--- config.mk ---
export PLATFORM = sky130hd
export DESIGN_NAME = fss_scan_setup
export DESIGN_NICKNAME = d
export VERILOG_FILES = /design/src/hdl/fss_pkg.sv /design/src/hdl/fss_scan_setup.sv
export SDC_FILE = /design/constraint.sdc
export NUM_CORES = 1
export LEC_CHECK = 0
export BUFFER_PORTS_ARGS = -buffer_cell sky130_fd_sc_hd__buf_4
export CAP_MARGIN = 25
export CORE_MARGIN = 5
export CORE_UTILIZATION = 54
export DETAILED_ROUTE_END_ITERATION = 6
export GPL_ROUTABILITY_DRIVEN = 1
export PLACE_DENSITY = 0.77
export SLEW_MARGIN = 5
export SYNTH_ARGS = -nofsm -noshare
export SYNTH_HDL_FRONTEND = slang
export SYNTH_SLANG_ARGS = --single-unit
--- constraint.sdc ---
create_clock -name i_ref_clk -period 3.1 [get_ports i_ref_clk]
set_clock_uncertainty 0.05 [all_clocks]
set_input_delay 0.31 -clock i_ref_clk [delete_from_list [all_inputs] [get_ports i_ref_clk]]
set_output_delay 0.31 -clock i_ref_clk [all_outputs]
set_load 0.02 [all_outputs]
--- src/hdl/fss_pkg.sv ---
// Constants shared by the frequency scan setup block
package fss_pkg;
    // ==========================================================
    // Register bus offsets
    localparam logic [7:0] OFF_WORD = 8'h00;
    localparam logic [7:0] OFF_STATUS = 8'h04;
    localparam logic [7:0] OFF_MASK = 8'h08;
    localparam logic [7:0] OFF_CTRL = 8'h0C;
    localparam logic [7:0] OFF_START = 8'h10;
    localparam logic [7:0] OFF_STEP = 8'h14;
    localparam logic [7:0] OFF_COUNT = 8'h18;
    localparam logic [7:0] OFF_FREQ = 8'h1C;
    localparam logic [7:0] OFF_SCAN = 8'h20;
    // ==========================================================
    // Address codes in D15..D12 of a write word
    localparam logic [3:0] CODE_CTRL = 4'h0;
    localparam logic [3:0] CODE_COUNT = 4'h1;
    localparam logic [3:0] CODE_STEP_LO = 4'h2;
    localparam logic [3:0] CODE_STEP_HI = 4'h3;
    localparam logic [3:0] CODE_START_LO = 4'hC;
    localparam logic [3:0] CODE_START_HI = 4'hD;
    // ==========================================================
    // Control and step word bit positions
    localparam int BIT_PAIRED = 11;
    localparam int BIT_END_HOLD = 4;
    localparam int BIT_SYNC_SEL = 3;
    localparam int BIT_SYNC_OE = 2;
    localparam int BIT_STEP_NEG = 11;
    localparam logic [1:0] RSV_ONES = 2'h3;
    // ==========================================================
    // Status and interrupt bits
    localparam int ST_DONE = 0;
    localparam int ST_INCR = 1;
    localparam int ST_RSV = 2;
    // ==========================================================
    // Reset values and timing
    localparam logic [11:0] CTRL_RST = 12'h003;
    localparam logic [11:0] COUNT_RST = 12'h002;
    localparam logic [2:0] MASK_RST = 3'h0;
    localparam logic [23:0] FREQ_RST = 24'h00_0000;
    localparam int SYNC_PULSE_CLKS = 4;
    // ==========================================================
    // Scan states
    typedef enum logic [1:0] {
        SCAN_IDLE = 2'b00,
        SCAN_RUN = 2'b01,
        SCAN_DONE = 2'b10
    } fss_scan_t;
endpackage

--- src/hdl/fss_scan_setup.sv ---
// Scan setup register bank and scan stepping of the waveform generator
`timescale 1ns/1ps
// ==========================================================
module fss_scan_setup (
    // Clock and reset
    input wire logic i_ref_clk,
    input wire logic i_sys_rst,
    // Register port
    input wire logic [7:0] i_addr,
    input wire logic [31:0] i_wdata,
    input wire logic i_wr,
    input wire logic i_rd,
    output logic [31:0] o_rdata,
    // Scan control from the interval logic
    input wire logic i_scan_start,
    input wire logic i_incr_tick,
    // Frequency to the phase accumulator
    output logic [23:0] o_freq,
    output logic o_midscale,
    output logic o_scan_active,
    // Sync pin
    output logic o_sync_pin,
    output logic o_sync_pin_oe,
    // Interrupt
    output logic o_irq
);
    import fss_pkg::*;

    typedef struct packed {
        logic paired;
        logic end_hold;
        logic sync_sel;
        logic sync_oe;
        logic [1:0] rsv;
        logic [23:0] start;
        logic [11:0] start_lo_pend;
        logic start_pend;
        logic [22:0] step_mag;
        logic step_neg;
        logic [11:0] step_lo_pend;
        logic step_pend;
        logic [11:0] count;
        logic [23:0] cur_freq;
        logic [11:0] done_incr;
        fss_scan_t state;
        logic active;
        logic [2:0] pulse_cnt;
        logic scan_complete;
        logic sync;
        logic midscale;
        logic [2:0] status;
        logic [2:0] mask;
        logic irq;
        logic [31:0] rdata;
    } fss_state_t;

    fss_state_t r_reg;
    fss_state_t r_next;

    logic word_wr;
    logic [3:0] code;
    logic [11:0] data12;
    logic tick_run;
    logic last_incr;
    logic [23:0] stepped;
    logic [23:0] final_calc;

    assign word_wr = i_wr && (i_addr == OFF_WORD);
    assign code = i_wdata[15:12];
    assign data12 = i_wdata[11:0];
    assign tick_run = i_incr_tick && (r_reg.state == SCAN_RUN);
    // All count steps taken; the next tick closes the final dwell
    assign last_incr = (r_reg.done_incr >= r_reg.count);
    // Signed step: magnitude plus direction bit
    assign stepped = r_reg.step_neg ?
        r_reg.cur_freq - {1'b0, r_reg.step_mag} :
        r_reg.cur_freq + {1'b0, r_reg.step_mag};
    // Expected end point, kept for checking only
    assign final_calc = r_reg.step_neg ?
        24'(r_reg.start - 24'(r_reg.count * {1'b0, r_reg.step_mag})) :
        24'(r_reg.start + 24'(r_reg.count * {1'b0, r_reg.step_mag}));

    // ==========================================================
    // Next state
    always_comb begin
        r_next = r_reg;
        r_next.rdata = 32'h0000_0000;

        // Software clear first so a same-cycle event still sets the bit
        if (i_wr && (i_addr == OFF_STATUS)) begin
            r_next.status = r_reg.status & ~i_wdata[2:0];
        end
        if (i_wr && (i_addr == OFF_MASK)) begin
            r_next.mask = i_wdata[2:0];
        end

        if (word_wr) begin
            case (code)
                CODE_CTRL: begin
                    r_next.paired = data12[BIT_PAIRED];
                    r_next.end_hold = data12[BIT_END_HOLD];
                    r_next.sync_sel = data12[BIT_SYNC_SEL];
                    r_next.sync_oe = data12[BIT_SYNC_OE];
                    r_next.rsv = data12[1:0];
                    // Reserved bits are the host's duty; flag a slip
                    if (data12[1:0] != RSV_ONES) begin
                        r_next.status[ST_RSV] = 1'b1;
                    end
                end
                CODE_COUNT: begin
                    r_next.count = data12;
                end
                CODE_START_LO: begin
                    if (r_reg.paired) begin
                        r_next.start_lo_pend = data12;
                        r_next.start_pend = 1'b1;
                    end else begin
                        r_next.start[11:0] = data12;
                    end
                end
                CODE_START_HI: begin
                    if (r_reg.paired && r_reg.start_pend) begin
                        r_next.start = {data12, r_reg.start_lo_pend};
                        r_next.start_pend = 1'b0;
                    end else begin
                        r_next.start[23:12] = data12;
                    end
                end
                CODE_STEP_LO: begin
                    if (r_reg.paired) begin
                        r_next.step_lo_pend = data12;
                        r_next.step_pend = 1'b1;
                    end else begin
                        r_next.step_mag[11:0] = data12;
                    end
                end
                CODE_STEP_HI: begin
                    r_next.step_neg = data12[BIT_STEP_NEG];
                    r_next.step_mag[22:12] = data12[10:0];
                    if (r_reg.paired && r_reg.step_pend) begin
                        r_next.step_mag[11:0] = r_reg.step_lo_pend;
                        r_next.step_pend = 1'b0;
                    end
                end
                default: begin
                end
            endcase
        end

        if (r_reg.pulse_cnt != 3'h0) begin
            r_next.pulse_cnt = r_reg.pulse_cnt - 3'h1;
        end

        // Scan sequencing; dwell timing lives in the interval logic
        case (r_reg.state)
            SCAN_IDLE, SCAN_DONE: begin
                if (i_scan_start) begin
                    r_next.state = SCAN_RUN;
                    r_next.cur_freq = r_reg.start;
                    r_next.done_incr = 12'h000;
                    r_next.scan_complete = 1'b0;
                    r_next.midscale = 1'b0;
                end
            end
            SCAN_RUN: begin
                if (i_scan_start) begin
                    r_next.cur_freq = r_reg.start;
                    r_next.done_incr = 12'h000;
                end else if (i_incr_tick && last_incr) begin
                    // Final frequency keeps a full dwell before the end
                    r_next.state = SCAN_DONE;
                    r_next.scan_complete = 1'b1;
                    r_next.status[ST_DONE] = 1'b1;
                    if (!r_reg.end_hold) begin
                        r_next.cur_freq = FREQ_RST;
                        r_next.midscale = 1'b1;
                    end
                end else if (i_incr_tick) begin
                    r_next.cur_freq = stepped;
                    r_next.done_incr = r_reg.done_incr + 12'h001;
                    r_next.status[ST_INCR] = 1'b1;
                    if (!r_reg.sync_sel) begin
                        r_next.pulse_cnt = 3'(SYNC_PULSE_CLKS);
                    end
                end
            end
            default: begin
                r_next.state = SCAN_IDLE;
            end
        endcase

        // Pulse mode stays quiet outside increments
        r_next.sync = r_next.sync_sel ? r_next.scan_complete :
            (r_next.pulse_cnt != 3'h0);
        r_next.irq = |(r_next.status & r_next.mask);
        r_next.active = (r_next.state == SCAN_RUN);

        if (i_rd) begin
            case (i_addr)
                OFF_STATUS: r_next.rdata = {29'h0, r_reg.status};
                OFF_MASK: r_next.rdata = {29'h0, r_reg.mask};
                OFF_CTRL: r_next.rdata = {20'h0, r_reg.paired, 6'h00,
                    r_reg.end_hold, r_reg.sync_sel, r_reg.sync_oe,
                    r_reg.rsv};
                OFF_START: r_next.rdata = {8'h00, r_reg.start};
                OFF_STEP: r_next.rdata = {8'h00, r_reg.step_neg,
                    r_reg.step_mag};
                OFF_COUNT: r_next.rdata = {20'h0, r_reg.count};
                OFF_FREQ: r_next.rdata = {8'h00, r_reg.cur_freq};
                OFF_SCAN: r_next.rdata = {16'h0, r_reg.done_incr,
                    r_reg.start_pend, r_reg.step_pend, r_reg.state};
                default: r_next.rdata = 32'h0000_0000;
            endcase
        end
    end

    // ==========================================================
    // State register
    always_ff @(posedge i_ref_clk) begin
        if (i_sys_rst) begin
            r_reg <= '0;
            r_reg.paired <= CTRL_RST[BIT_PAIRED];
            r_reg.end_hold <= CTRL_RST[BIT_END_HOLD];
            r_reg.sync_sel <= CTRL_RST[BIT_SYNC_SEL];
            r_reg.sync_oe <= CTRL_RST[BIT_SYNC_OE];
            r_reg.rsv <= CTRL_RST[1:0];
            r_reg.count <= COUNT_RST;
            r_reg.mask <= MASK_RST;
            r_reg.state <= SCAN_IDLE;
        end else begin
            r_reg <= r_next;
        end
    end

    assign o_rdata = r_reg.rdata;
    assign o_freq = r_reg.cur_freq;
    assign o_midscale = r_reg.midscale;
    assign o_scan_active = r_reg.active;
    assign o_sync_pin = r_reg.sync;
    assign o_sync_pin_oe = r_reg.sync_oe;
    assign o_irq = r_reg.irq;

    // ==========================================================
    // Checks
    a_end_midscale: assert property (@(posedge i_ref_clk)
        disable iff (i_sys_rst)
        tick_run && !i_scan_start && last_incr && !r_reg.end_hold
        |=> o_midscale && (o_freq == 24'h00_0000) && !o_scan_active)
        else $error("scan end without hold did not reset output");

    a_end_final: assert property (@(posedge i_ref_clk)
        disable iff (i_sys_rst)
        tick_run && !i_scan_start && last_incr && r_reg.end_hold
        |=> !o_midscale && (o_freq == $past(final_calc)))
        else $error("held end frequency is not start plus count steps");

    a_eos_level: assert property (@(posedge i_ref_clk)
        disable iff (i_sys_rst)
        (r_reg.state == SCAN_DONE) && r_reg.sync_sel && !word_wr
        && !i_scan_start |=> o_sync_pin)
        else $error("sync level missing at scan end");

    a_eos_clear: assert property (@(posedge i_ref_clk)
        disable iff (i_sys_rst)
        i_scan_start && (r_reg.state != SCAN_RUN) && r_reg.sync_sel
        && !word_wr |=> !o_sync_pin)
        else $error("sync level not cleared at new scan");

    a_sync_pulse: assert property (@(posedge i_ref_clk)
        disable iff (i_sys_rst)
        tick_run && !i_scan_start && !r_reg.sync_sel && !word_wr
        && !last_incr |=> o_sync_pin [*4])
        else $error("increment sync pulse shorter than four clocks");

    a_sync_quiet: assert property (@(posedge i_ref_clk)
        disable iff (i_sys_rst)
        !r_reg.sync_sel && !word_wr && (r_reg.pulse_cnt == 3'h0)
        && !tick_run |=> !o_sync_pin)
        else $error("sync pulse outside an increment");

    a_sync_enable: assert property (@(posedge i_ref_clk)
        disable iff (i_sys_rst)
        word_wr && (code == CODE_CTRL)
        |=> o_sync_pin_oe == $past(i_wdata[BIT_SYNC_OE]))
        else $error("sync output enable not taken from control word");

    a_paired_hold: assert property (@(posedge i_ref_clk)
        disable iff (i_sys_rst)
        word_wr && (code == CODE_START_LO) && r_reg.paired
        |=> $stable(r_reg.start) && r_reg.start_pend)
        else $error("paired lower half changed the start register");

    a_paired_commit: assert property (@(posedge i_ref_clk)
        disable iff (i_sys_rst)
        word_wr && (code == CODE_START_HI) && r_reg.paired
        && r_reg.start_pend
        |=> r_reg.start == {$past(data12), $past(r_reg.start_lo_pend)})
        else $error("paired start commit wrong");

    a_split_write: assert property (@(posedge i_ref_clk)
        disable iff (i_sys_rst)
        word_wr && (code == CODE_START_HI) && !r_reg.paired
        |=> $stable(r_reg.start[11:0])
        && (r_reg.start[23:12] == $past(data12)))
        else $error("unpaired upper half write disturbed lower half");

    a_start_first: assert property (@(posedge i_ref_clk)
        disable iff (i_sys_rst)
        i_scan_start |=> o_freq == $past(r_reg.start))
        else $error("scan did not begin at start frequency");

    a_step_add: assert property (@(posedge i_ref_clk)
        disable iff (i_sys_rst)
        tick_run && !i_scan_start && !last_incr
        |=> o_freq == $past(stepped) && o_scan_active)
        else $error("increment did not apply the signed step");

    a_final_dwell: assert property (@(posedge i_ref_clk)
        disable iff (i_sys_rst)
        tick_run && !i_scan_start && !last_incr
        && ((r_reg.done_incr + 12'h001) == r_reg.count)
        |=> o_scan_active && (o_freq == $past(final_calc)))
        else $error("final frequency not output before the scan end");

    a_done_steady: assert property (@(posedge i_ref_clk)
        disable iff (i_sys_rst)
        (r_reg.state == SCAN_DONE) && !i_scan_start
        |=> $stable(o_freq) && !o_scan_active)
        else $error("finished scan output moved without a new start");
endmodule

Word-level counts from Yosys, hierarchy flattened --
Cells that the tools add are included.
Word-level totals: flip-flop bits (word level) 176, bits in latches 0, bits in writable memories 0, memory bits (read-only) 0, output and inout bits 61, memories 0
Cells by class: add/subtract/negate cells 4, multipliers 0, divide/modulo/power cells 0, $lt $le $gt $ge 1, equal/unequal tests 31, shift-type cells 0, multiplexer cells 56, bitwise gates (word level) 4, reduce and logical (&&, ||, !) cells 30
Operator list (count):
- $pmux 24 s8 | 1
- $mux 12 | 8
- $mux 90 | 1
- $mux 24 | 3
- $mux 36 | 2
- $pmux 36 s2 | 1
- $pmux 12 s2 | 2
- $mux 38 | 1
- $eq 8x5->1 const B | 4
- $mux 13 | 2
- $add 24x23->24 | 1
- $reduce_and 4->1 | 6
- $sub 24x23->24 | 1
- $mux 3 | 7
- $ne 2x2->1 const B | 10
- $eq 8x4->1 const B | 2
- $mux 1 | 16
- $add 12x1->12 const B | 1
- $ge 12x12->1 | 1
- $mux 11 | 1
- $eq 4x2->1 const B | 2
- $eq 4x4->1 const B | 2
- $eq 8x3->1 const B | 1
- $eq 8x6->1 const B | 1
- other kinds (26) | 49

Depth between registers and ports, before layout --
Gate-level depths: netlist of run 1.
depth in word-level cells 9, depth in mapped cells 15

Worst setup path before layout of run 1 --
No wires, ideal clock.
path kind reg-to-reg, start point register r_reg[116] (netlist name), end point register r_reg, in the netlist o_freq[23], library setup time 122 ps, arrival 3130 ps, data required time 2928 ps, setup slack -202 ps, cell stages (with the launch flop) 16, buffers on the path 1, cells stage by stage dfxtp_1 or3_1 nor4_1 and3_1 a21oi_1 xnor2_1 ha_1 clkbuf_1 a21o_1 nor2_1 a31o_2 a31oi_2 a211oi_1 nor3_2 nor4_1 a221o_1
Between the ends: longest elaborated chain between the ends 6, elaborated cells on any way between the ends 7
RTL lines:
- start, declared | RTL line fss_scan_setup.sv:57 | fss_state_t r_reg;
- start signal, assigned | RTL line fss_scan_setup.sv:231 | r_reg <= r_next;
- $add 24x23->24 / $sub 24x23->24 (equally long branches) | RTL line fss_scan_setup.sv:77, fss_scan_setup.sv:76
- $mux 24 (*) | RTL line fss_scan_setup.sv:75 | assign stepped = r_reg.step_neg ?
- $mux 36 (*) | RTL line fss_scan_setup.sv:178 | end else if (i_incr_tick) begin
- $mux 24 (*) | RTL line fss_scan_setup.sv:169 | end else if (i_incr_tick && last_incr) begin
- $mux 36 (*) | RTL line fss_scan_setup.sv:166 | if (i_scan_start) begin
- $pmux 36 s2 (*) | RTL line fss_scan_setup.sv:155 | case (r_reg.state)
Every way passes the cells marked *; elsewhere a longest branch is shown, timed or not. The select of a mux whose other input is x is not followed. A chain may end at the register's enable or synchronous reset.

Worst setup path after layout of run 1 --
start point register r_reg[118] (netlist name), end point register r_reg, in the netlist o_freq[20]
The elaborated chain is that of the path after synthesis.

==> results of run 1 <==
[metal layers]
layer | vias up | GRT usage
met5 | - | 0
met4 | 0 | 0.142
met3 | 80 | 0.0454
met2 | 448 | 0.402
met1 | 4130 | 0.370
li1 | 4191 | -
[stage by stage]
step           cells  setup slack, ns  hold slack [ns]
4_1_cts         1462           -0.128            0.127
3_3_place_gp    1425           -0.137            0.387
3_5_place_dp    1425           -0.190            0.393
2_1_floorplan   1165         0.000308            0.381
6_report        1469           -0.254            0.136
5_1_grt         1469           -0.362            0.142
[layout make-up]
cell class	count	area, um2
fillers	1429	6000
multi-input cells	828	5550
flip-flops and latches	168	3370
repair buffers	179	1370
clock buffers	19	443
well taps	225	282
inverters	37	139
clock inverters	13	93.8
[worst min-delay path: stages]
cell and delay, ns:
buf_4 0.15, nand2_1 0.06, a21oi_1 0.05
[cells in the final DEF, fill, tap and decap left out, types with 11 or more instances in the layout]
cell type,Yosys,routed
xnor2_1,34,33
nor2_1,115,111
ha_1,41,36
mux2i_1,32,32
buf_4,58,175
o21ai_0,23,18
nand4_1,12,12
a22oi_1,32,30
nor3_1,15,12
a222oi_1,30,30
a211oi_2,12,14
dfxtp_1,168,166
clkbuf_16,0,17
inv_1,37,37
a21oi_2,0,12
nand3_1,19,17
nand2_1,162,161
a21oi_1,117,104
a211oi_1,32,30
nor2_2,11,15
xor2_1,13,11
[how the worst max path moves through the flow]
stage | cells past startpoint | from | endpoint | slack (ns)
2_1_floorplan | 14 | r_reg[118] | o_freq[17] | 0.0003
3_3_place_gp | 15 | r_reg[118] | o_freq[23] | -0.14
3_5_place_dp | 14 | r_reg[118] | o_freq[20] | -0.19
4_1_cts | 15 | r_reg[118] | o_freq[19] | -0.13
5_1_grt | 14 | r_reg[118] | o_freq[20] | -0.36
6_report | 14 | r_reg[118] | o_freq[20] | -0.25
[logic make-up (layout without fill, tap and decap cells)]
group           Yosys count  in the layout  synth area share
compound gates          303            303             0.226
simple gates            392            392             0.184
buf+inv                 169            248            0.0954
xor+xnor                 47             47            0.0435
mux                      36             36            0.0386
flops                   168            168             0.355
other cells               1              8          0.000396
fa+ha+maj                42             42            0.0563
[repair_timing]
| item | CTS | global route |
|---|---|---|
| gates resized for setup | 24 | 42 |
| gates cloned | 0 | 0 |
| hold endpoints to repair | 0 | 0 |
| endpoints found under the setup margin | 10 | 15 |
| setup buffers | 5 | 7 |
| pin swaps | 9 | 42 |
[power groups by stage]
stage | clock network [mW] | registers [mW] | logic, mW
3_3_place_gp | 0 | 2.29 | 0.868
4_1_cts | 1.98 | 2.25 | 0.950
6_report | 1.96 | 2.25 | 1.06
3_5_place_dp | 0 | 2.30 | 0.887
5_1_grt | 2.08 | 2.25 | 1.15
2_1_floorplan | 0 | 2.29 | 0.620
==> metrics.md, run 1 <==
| Metric | Value |
|---|---|
| Status | `complete, but fails checks` |
| Failing checks | `DRC, setup timing` |
| CTS tree | `yes` |
| Sequential cell area fraction in the yosys report | `0.355` |
| Remaining DRCs | `3` |
| ANT nets after route | `0` |
| Clock tree root buffer cell | `clkbuf_16` |
| Final #Nets | `~1300` |
| First-pass GRT wire length | `approximately 43 mm` |
| Port Buffers | `just over 80` |
| Hold EP | `r_reg[95]` |
| Synth top area share | `0.355` |
| Met2 routed WL | `around 12 mm` |
| Worst path max stage delay | `slightly above 0.4 ns` |
| Final Setup Violations | `11` |
| Worst Hold Class | `input pin to flop` |
| Area after DPL | `0.0103 mm2` |
| Clock buffer depth | `2` |
| Reg-to-reg startpoint | `r_reg[118]` |
| I/O pin count | `roughly 110` |
| Netlist Area Pre-Place | `0.00947 mm2` |
| Die width | `roughly 140 um` |
| Vias | `a little under 9000` |
| Die area | `0.0203 mm2` |
| Cts bufs inserted | `17` |
| Final worst slack | `-0.254 ns` |
| Setup crit start kind | `flop` |
| Later-pin clock latency in the skew report | `0.44 ns` |
| Syn-to-layout area delta | `18.6%` |
| Net Sw Power | `between 1.5 and 2 mW` |
| Synth Register Bits | `about 170` |
| Crit path buffers/inverters | `0` |
| Ys flop type | `dfxtp_1` |
| Drt total wl | `roughly 28 mm` |
| Req. time, crit path | `about 3.4 ns` |
| P_int | `3.73 mW` |
| CTS sink cnt | `approximately 170` |
| Routed WL per cell | `approximately 19 um` |
| Area leader, netlist | `dfxtp_1` |
| Starting DRT DRC Count | `1046` |
| Hold depth | `3` |
| CP delay by family, top | `compound AO/OA/AOI/OAI gates` |
| Endpoints failing hold | `0` |
| Worst EP arrival | `between 3 and 4 ns` |
| Setup TNS | `-1.56 ns` |
| Lkg Pwr | `about 4.3 nW` |
| Core ar. | `around 0.017 mm2` |
| Ys Warns | `0` |
| Count of pins over their slew limit | `0` |
| Crit path cell chain | `or3_4, nor4_4, and3_4, a21oi_2, xnor2_1, ha_1, a21o_1, a21o_1, a21oi_2, nand3_2, a221oi_2, xnor2_1, a22oi_1, a21oi_1` |
| Top post-synthesis cells by area | `dfxtp_1 (35%), nand2_1 (6.4%), a21oi_1 (6.2%), ha_1 (5.4%), buf_4 (4.6%)` |
| Initial Util | `0.550` |
| Clock power share | `0.372` |
| Max reg flops | `115` |
| Pwr Total | `approximately 5.3 mW` |
| Fin crit share | `1.08` |
| Power Density | `about 470 mW/mm2` |
| CP Capture Type | `flop` |
| Hpwl dp | `19.7 mm` |
| DIE HEIGHT | `about 140 um` |
| Clock slew seen by the registers of the worst setup and hold paths | `0.07 ns` |
| Max layer used | `met4` |
| CP max stage cell | `or3_4` |
| Slew HR | `0.532` |
| Core Util, Final | `0.652` |
| Switch share | `0.293` |
| Pre-Repair DR Iteration Count | `7` |
| CTS H-tree depth | `4` |
| Worst slew pin tran | `approximately 0.7 ns` |
| Worst IR Drop VDD | `approximately 0.5 mV` |
| Reg2Reg Depth | `14` |
| GR Overflow Total | `0` |
| Vias in the first global route | `8094` |
| Share of layout cells above drive strength 1 | `0.250` |
| Post-synth ARST share | `0` |
| Min-delay src | `i_wdata[11]` |
| Fmax | `298 MHz` |
| Met3 wire len | `2.63 mm` |
| Avg Inst Size Synth | `around 8.2 um2` |
| Metal-1 WL | `11.8 mm` |
| Count leader, synth | `dfxtp_1` |
| Flop-to-flop setup slack | `-0.25 ns` |
| Final Cell Area | `~0.011 mm2` |
| Initial antenna violation count | `0` |
| Rows | `48` |
| Antenna cells | `0` |
| Pin count of the biggest net entering global routing | `64` |
| Largest fanout on the critical path | `4` |
| CP Class | `flop to flop` |
| Maxcap violations | `0` |
| Capturing point of the worst reg2reg path | `o_freq[20]` |
| Number of flops mapped to enable cells by yosys | `0` |
| Vias/cell | `~6.0` |
| Fin crit period | `between 3 and 4 ns` |
| Most common library cells after synthesis | `dfxtp_1 (168), nand2_1 (162), a21oi_1 (117)` |
| Placer Congestion | `0.969` |
| Hold_buf cts | `0` |
| Sequential share of power | `0.427` |
| Comb power frac | `0.201` |
| RSZ-0062 raised after global routing | `yes` |
| Yosys cell types | `68` |
| Post-Syn Instances | `1158` |
| Total GRT Usage | `0.268` |
Note: power is estimated with default switching activity, not from simulation.
==> inputs of run 2 (changes only) <==
--- a/config.mk
+++ b/config.mk
@@ -5,6 +5,7 @@
 export SDC_FILE = /design/constraint.sdc
 export NUM_CORES = 1
 export LEC_CHECK = 0
+export ABC_AREA = 1
 export BUFFER_PORTS_ARGS = -buffer_cell sky130_fd_sc_hd__buf_4
 export CAP_MARGIN = 25
 export CORE_MARGIN = 5
==> run 2 against run 1 <==
The run now ends clean; routed wire length rose by 14%; register-to-register slack improved by 0.35 ns; global-route usage rose by 1.4 points; design area rose by 5.2%; utilization fell by 4.5 points; final cell count rose by 32%; combinational power rose by 38%; largest cell class unchanged.
==> metrics.md, run 2 <==
| Metric | Value |
|---|---|
| Status | `complete, no violations (was complete, but fails checks)` |
| Clock tree root buffer cell | `clkbuf_16 (unchanged)` |
| Sequential cell area fraction in the yosys report | `0.315 (was 0.355)` |
| Post-synth ARST share | `0 (unchanged)` |
| Crit path buffers/inverters | `2 (was 0)` |
| Fin crit period | `3.01 ns (was 3.35 ns)` |
| Final Setup Violations | `0 (was 11)` |
| Finished Layout Cells | `1934 (was 1469)` |
| Ys flop type | `dfxtp_1 (unchanged)` |
| Remaining DRCs | `0 (was 3)` |
| Ys Warns | `0 (unchanged)` |
| CP delay by family, top | `simple AND/OR/NAND/NOR gates (was compound AO/OA/AOI/OAI gates)` |
| Worst IR Drop VDD | `0.441 mV (was 0.491 mV)` |
| Placer Congestion | `0.989 (was 0.969)` |
| CP most frequent cell | `nand2_1` |
| Fin Hold WS | `0.119 ns (was 0.136 ns)` |
| Clock slew seen by the registers of the worst setup and hold paths | `0.07 ns (about the same)` |
| Drt total wl | `32.1 mm (was 28.1 mm)` |
| Pre-CTS setup slack | `0.163 ns (was -0.190 ns)` |
| ANT nets after route | `0 (unchanged)` |
| Vias | `10506 (was 8849)` |
| Final #Nets | `1744 (was 1319)` |
| Clock buffer depth | `2 (unchanged)` |
| GR Overflow Total | `0 (unchanged)` |
| Worst path max stage delay | `0.33 ns (was 0.41 ns)` |
| Largest fanout on the critical path | `4 (unchanged)` |
| Initial antenna violation count | `0 (unchanged)` |
| Capturing point of the worst reg2reg path | `o_freq[23] (was o_freq[20])` |
| I/O pin count | `107 (unchanged)` |
| Most common library cells after synthesis | `nand2_1 (361), inv_1 (253), nor2_1 (211) (was dfxtp_1 (168), nand2_1 (162), a21oi_1 (117))` |
| Commonest non-fill, non-tap cell in the layout | `nand2_1 (was buf_4)` |
| Top post-synthesis cells by area | `dfxtp_1 (31%), nand2_1 (13%), inv_1 (8.9%), nor2_1 (7.4%), ha_1 (4.8%) (was dfxtp_1 (35%), nand2_1 (6.4%), a21oi_1 (6.2%), ha_1 (5.4%), buf_4 (4.6%))` |
| Cts bufs inserted | `17 (unchanged)` |
| Starting DRT DRC Count | `1233 (was 1046)` |
| Routed WL per cell | `16.6 um (was 19.1 um)` |
| Yosys cell types | `48 (was 68)` |
| Mux cell area share after synthesis | `0 (was 0.0386)` |
| Setup crit start kind | `flop (unchanged)` |
| Area after DPL | `0.0111 mm2 (was 0.0103 mm2)` |
| CP Class | `flop to flop (unchanged)` |
| Later-pin clock latency in the skew report | `0.45 ns (was 0.44 ns)` |
| Post-Syn Instances | `1640 (was 1158)` |
| Post-synthesis compound-gate area fraction | `0.163 (was 0.226)` |
| Slew HR | `0.416 (was 0.532)` |
| Pre-Repair DR Iteration Count | `6 (was 7)` |
| Endpoints failing hold | `0 (unchanged)` |
| DIE HEIGHT | `151 um (was 142 um)` |
| Pin count of the biggest net entering global routing | `78 (was 64)` |
| Rows | `51 (was 48)` |
| Avg Inst Size Synth | `6.52 um2 (was 8.18 um2)` |
| Flop-to-flop setup slack | `0.09 ns (was -0.25 ns)` |
| RSZ-0062 raised after global routing | `yes (unchanged)` |
| Die area | `0.0227 mm2 (was 0.0203 mm2)` |
| Reg2Reg Depth | `20 (was 14)` |
| Worst EP arrival | `3.33 ns (was 3.63 ns)` |
| Synth top area share | `0.315 (was 0.355)` |
| Core ar. | `0.0195 mm2 (was 0.0172 mm2)` |
| Lkg Pwr | `5.40 nW (was 4.30 nW)` |
| Vias/cell | `5.43 (was 6.02)` |
| Post-Synth Adder-Cell Area | `0.0499 (was 0.0563)` |
| Total GRT Usage | `0.283 (was 0.268)` |
| Hpwl dp | `24.4 mm (was 19.7 mm)` |
| Count leader, synth | `nand2_1 (was dfxtp_1)` |
| Count of pins over their slew limit | `0 (unchanged)` |
| Netlist Area Pre-Place | `0.0107 mm2 (was 0.00947 mm2)` |
| Initial Util | `0.549 (was 0.550)` |
| Min-delay src | `i_wdata[8] (was i_wdata[11])` |
| Fmax | `332 MHz (was 298 MHz)` |
| Share of layout cells above drive strength 1 | `0.111 (was 0.250)` |
| Xor and xnor area share after synthesis | `0.0295 (was 0.0434)` |
| Power Density | `508 mW/mm2 (was 469 mW/mm2)` |
| Worst Hold Class | `input pin to flop (unchanged)` |
| CTS H-tree depth | `4 (unchanged)` |
| Area leader, netlist | `dfxtp_1 (unchanged)` |
| Most frequent cells in the layout | `nand2_1 (359), inv_1 (253), nor2_1 (203) (was buf_4 (175), dfxtp_1 (166), nand2_1 (161))` |
| CTS sink cnt | `168 (unchanged)` |
| Crit path cell chain | `inv_1, ha_1, nand2_1, nor3_1, buf_4, nand3_1, nand2_1, o21ai_1, nor2_1, xor2_1, ha_1, nand2_1, nand2_1, nand3_1, nand2_1, a21oi_1, nand3_1, nand2_1, nand3_1, a21oi_1 (was or3_4, nor4_4, and3_4, a21oi_2, xnor2_1, ha_1, a21o_1, a21o_1, a21oi_2, nand3_2, a221oi_2, xnor2_1, a22oi_1, a21oi_1)` |
| Final Cell Area | `0.0118 mm2 (was 0.0112 mm2)` |
| CP Capture Type | `flop (unchanged)` |
| Hold EP | `r_reg[92] (was r_reg[95])` |
| Hold depth | `3 (unchanged)` |
| Reg-to-reg startpoint | `r_reg[110] (was r_reg[118])` |
| Placed Cells incl. Taps | `1902 (was 1425)` |
| Core Util, Final | `0.607 (was 0.652)` |
| Die width | `151 um (was 142 um)` |
| Maxcap violations | `0 (unchanged)` |
| CTS tree | `yes (unchanged)` |
| First-pass GRT wire length | `50.0 mm (was 43.0 mm)` |
| Vias in the first global route | `9453 (was 8094)` |
| Max reg flops | `115 (unchanged)` |
| Fin crit share | `0.971 (was 1.08)` |
| CP max stage cell | `dfxtp_1 (was or3_4)` |
| Synth Area in Simple Gates | `0.286 (was 0.184)` |
| Final worst slack | `0.0911 ns (was -0.254 ns)` |
| Antenna cells | `0 (unchanged)` |
| Syn-to-layout area delta | `10.6% (was 18.6%)` |
| Number of flops mapped to enable cells by yosys | `0 (unchanged)` |
| Req. time, crit path | `3.43 ns (was 3.37 ns)` |
| Worst slew pin tran | `0.871 ns (was 0.702 ns)` |
| Synth Register Bits | `168 (unchanged)` |
| Largest family of logic cells by synthesized area | `simple AND/OR/NAND/NOR gates (was compound AO/OA/AOI/OAI gates)` |
| Port Buffers | `82 (unchanged)` |
[run 2: cell types whose count changed after synthesis, moves of 27 or more]
cell	change
nand2_1	+199
clkbuf_1	-33
o22ai_1	+27
a22oi_1	-32
nand3_1	+61
a222oi_1	-30
xnor2_1	-28
nor2_1	+96
o21ai_0	+62
mux2i_1	-32
inv_1	+216
[run 2: cell families after synthesis]
kind of cell	after synthesis
and+or+nand+nor	724
buffers and inverters	372
AOI/OAI and AO/OA	297
DFF	168
adders and majority gates	42
xor gates and xnor gates	36
other	1
[run 2: layer usage]
metal  part of all wire  vias to the layer above  GRT usage
li1                   -                     5221          -
met1               0.44                     4754      0.402
met2               0.44                      462      0.441
met3              0.090                       69     0.0479
met4              0.023                        0     0.0848
met5                  0                        -          0
[run 2: final cells by class]
type	instances	area (um2)
clock inverters	12	163
multi-input cells	1107	5770
inverters	261	980
clock buffers	20	457
well taps	265	332
fillers	1836	7640
flip-flops and latches	168	3360
repair buffers	101	758
[run 2: how the worst max path moves through the flow]
stage / start / cells after the start / endpoint / slack (ns)
after floorplan: r_reg[110] / 19 / o_freq[21] / 0.49
after global placement: r_reg[110] / 21 / o_freq[23] / 0.21
after detailed placement: r_reg[111] / 17 / o_freq[11] / 0.16
after CTS: r_reg[111] / 17 / o_freq[11] / 0.14
after global routing: r_reg[110] / 20 / o_freq[23] / -0.02
final: r_reg[110] / 20 / o_freq[23] / 0.09
[run 2: tightest hold or removal path, cell delays in order]
cell and delay (ns):
buf_4 0.12, nor2_1 0.09, a211oi_1 0.05
[run 2: through the flow]
| stage | power [mW] | TNS (ns) |
|---|---|---|
| 4_1_cts | 5.95 | 0 |
| 3_5_place_dp | 3.72 | 0 |
| 6_report | 6.00 | 0 |
| 5_1_grt | 6.28 | -0.0285 |
| 3_3_place_gp | 3.70 | 0 |
| 2_1_floorplan | 3.40 | 0 |
[run 2: timing repair]
item | CTS | global route
buffers inserted | 0 | 0
setup endpoints to repair | 0 | 10
resized for setup | 0 | 26
hold buffers | 0 | 0
[run 2: power by group]
group / total [mW] / internal, mW / switching [mW]
clock: 2.27 / 1.32 / 0.942
combinational: 1.46 / 0.493 / 0.963
sequential: 2.28 / 2.22 / 0.0612
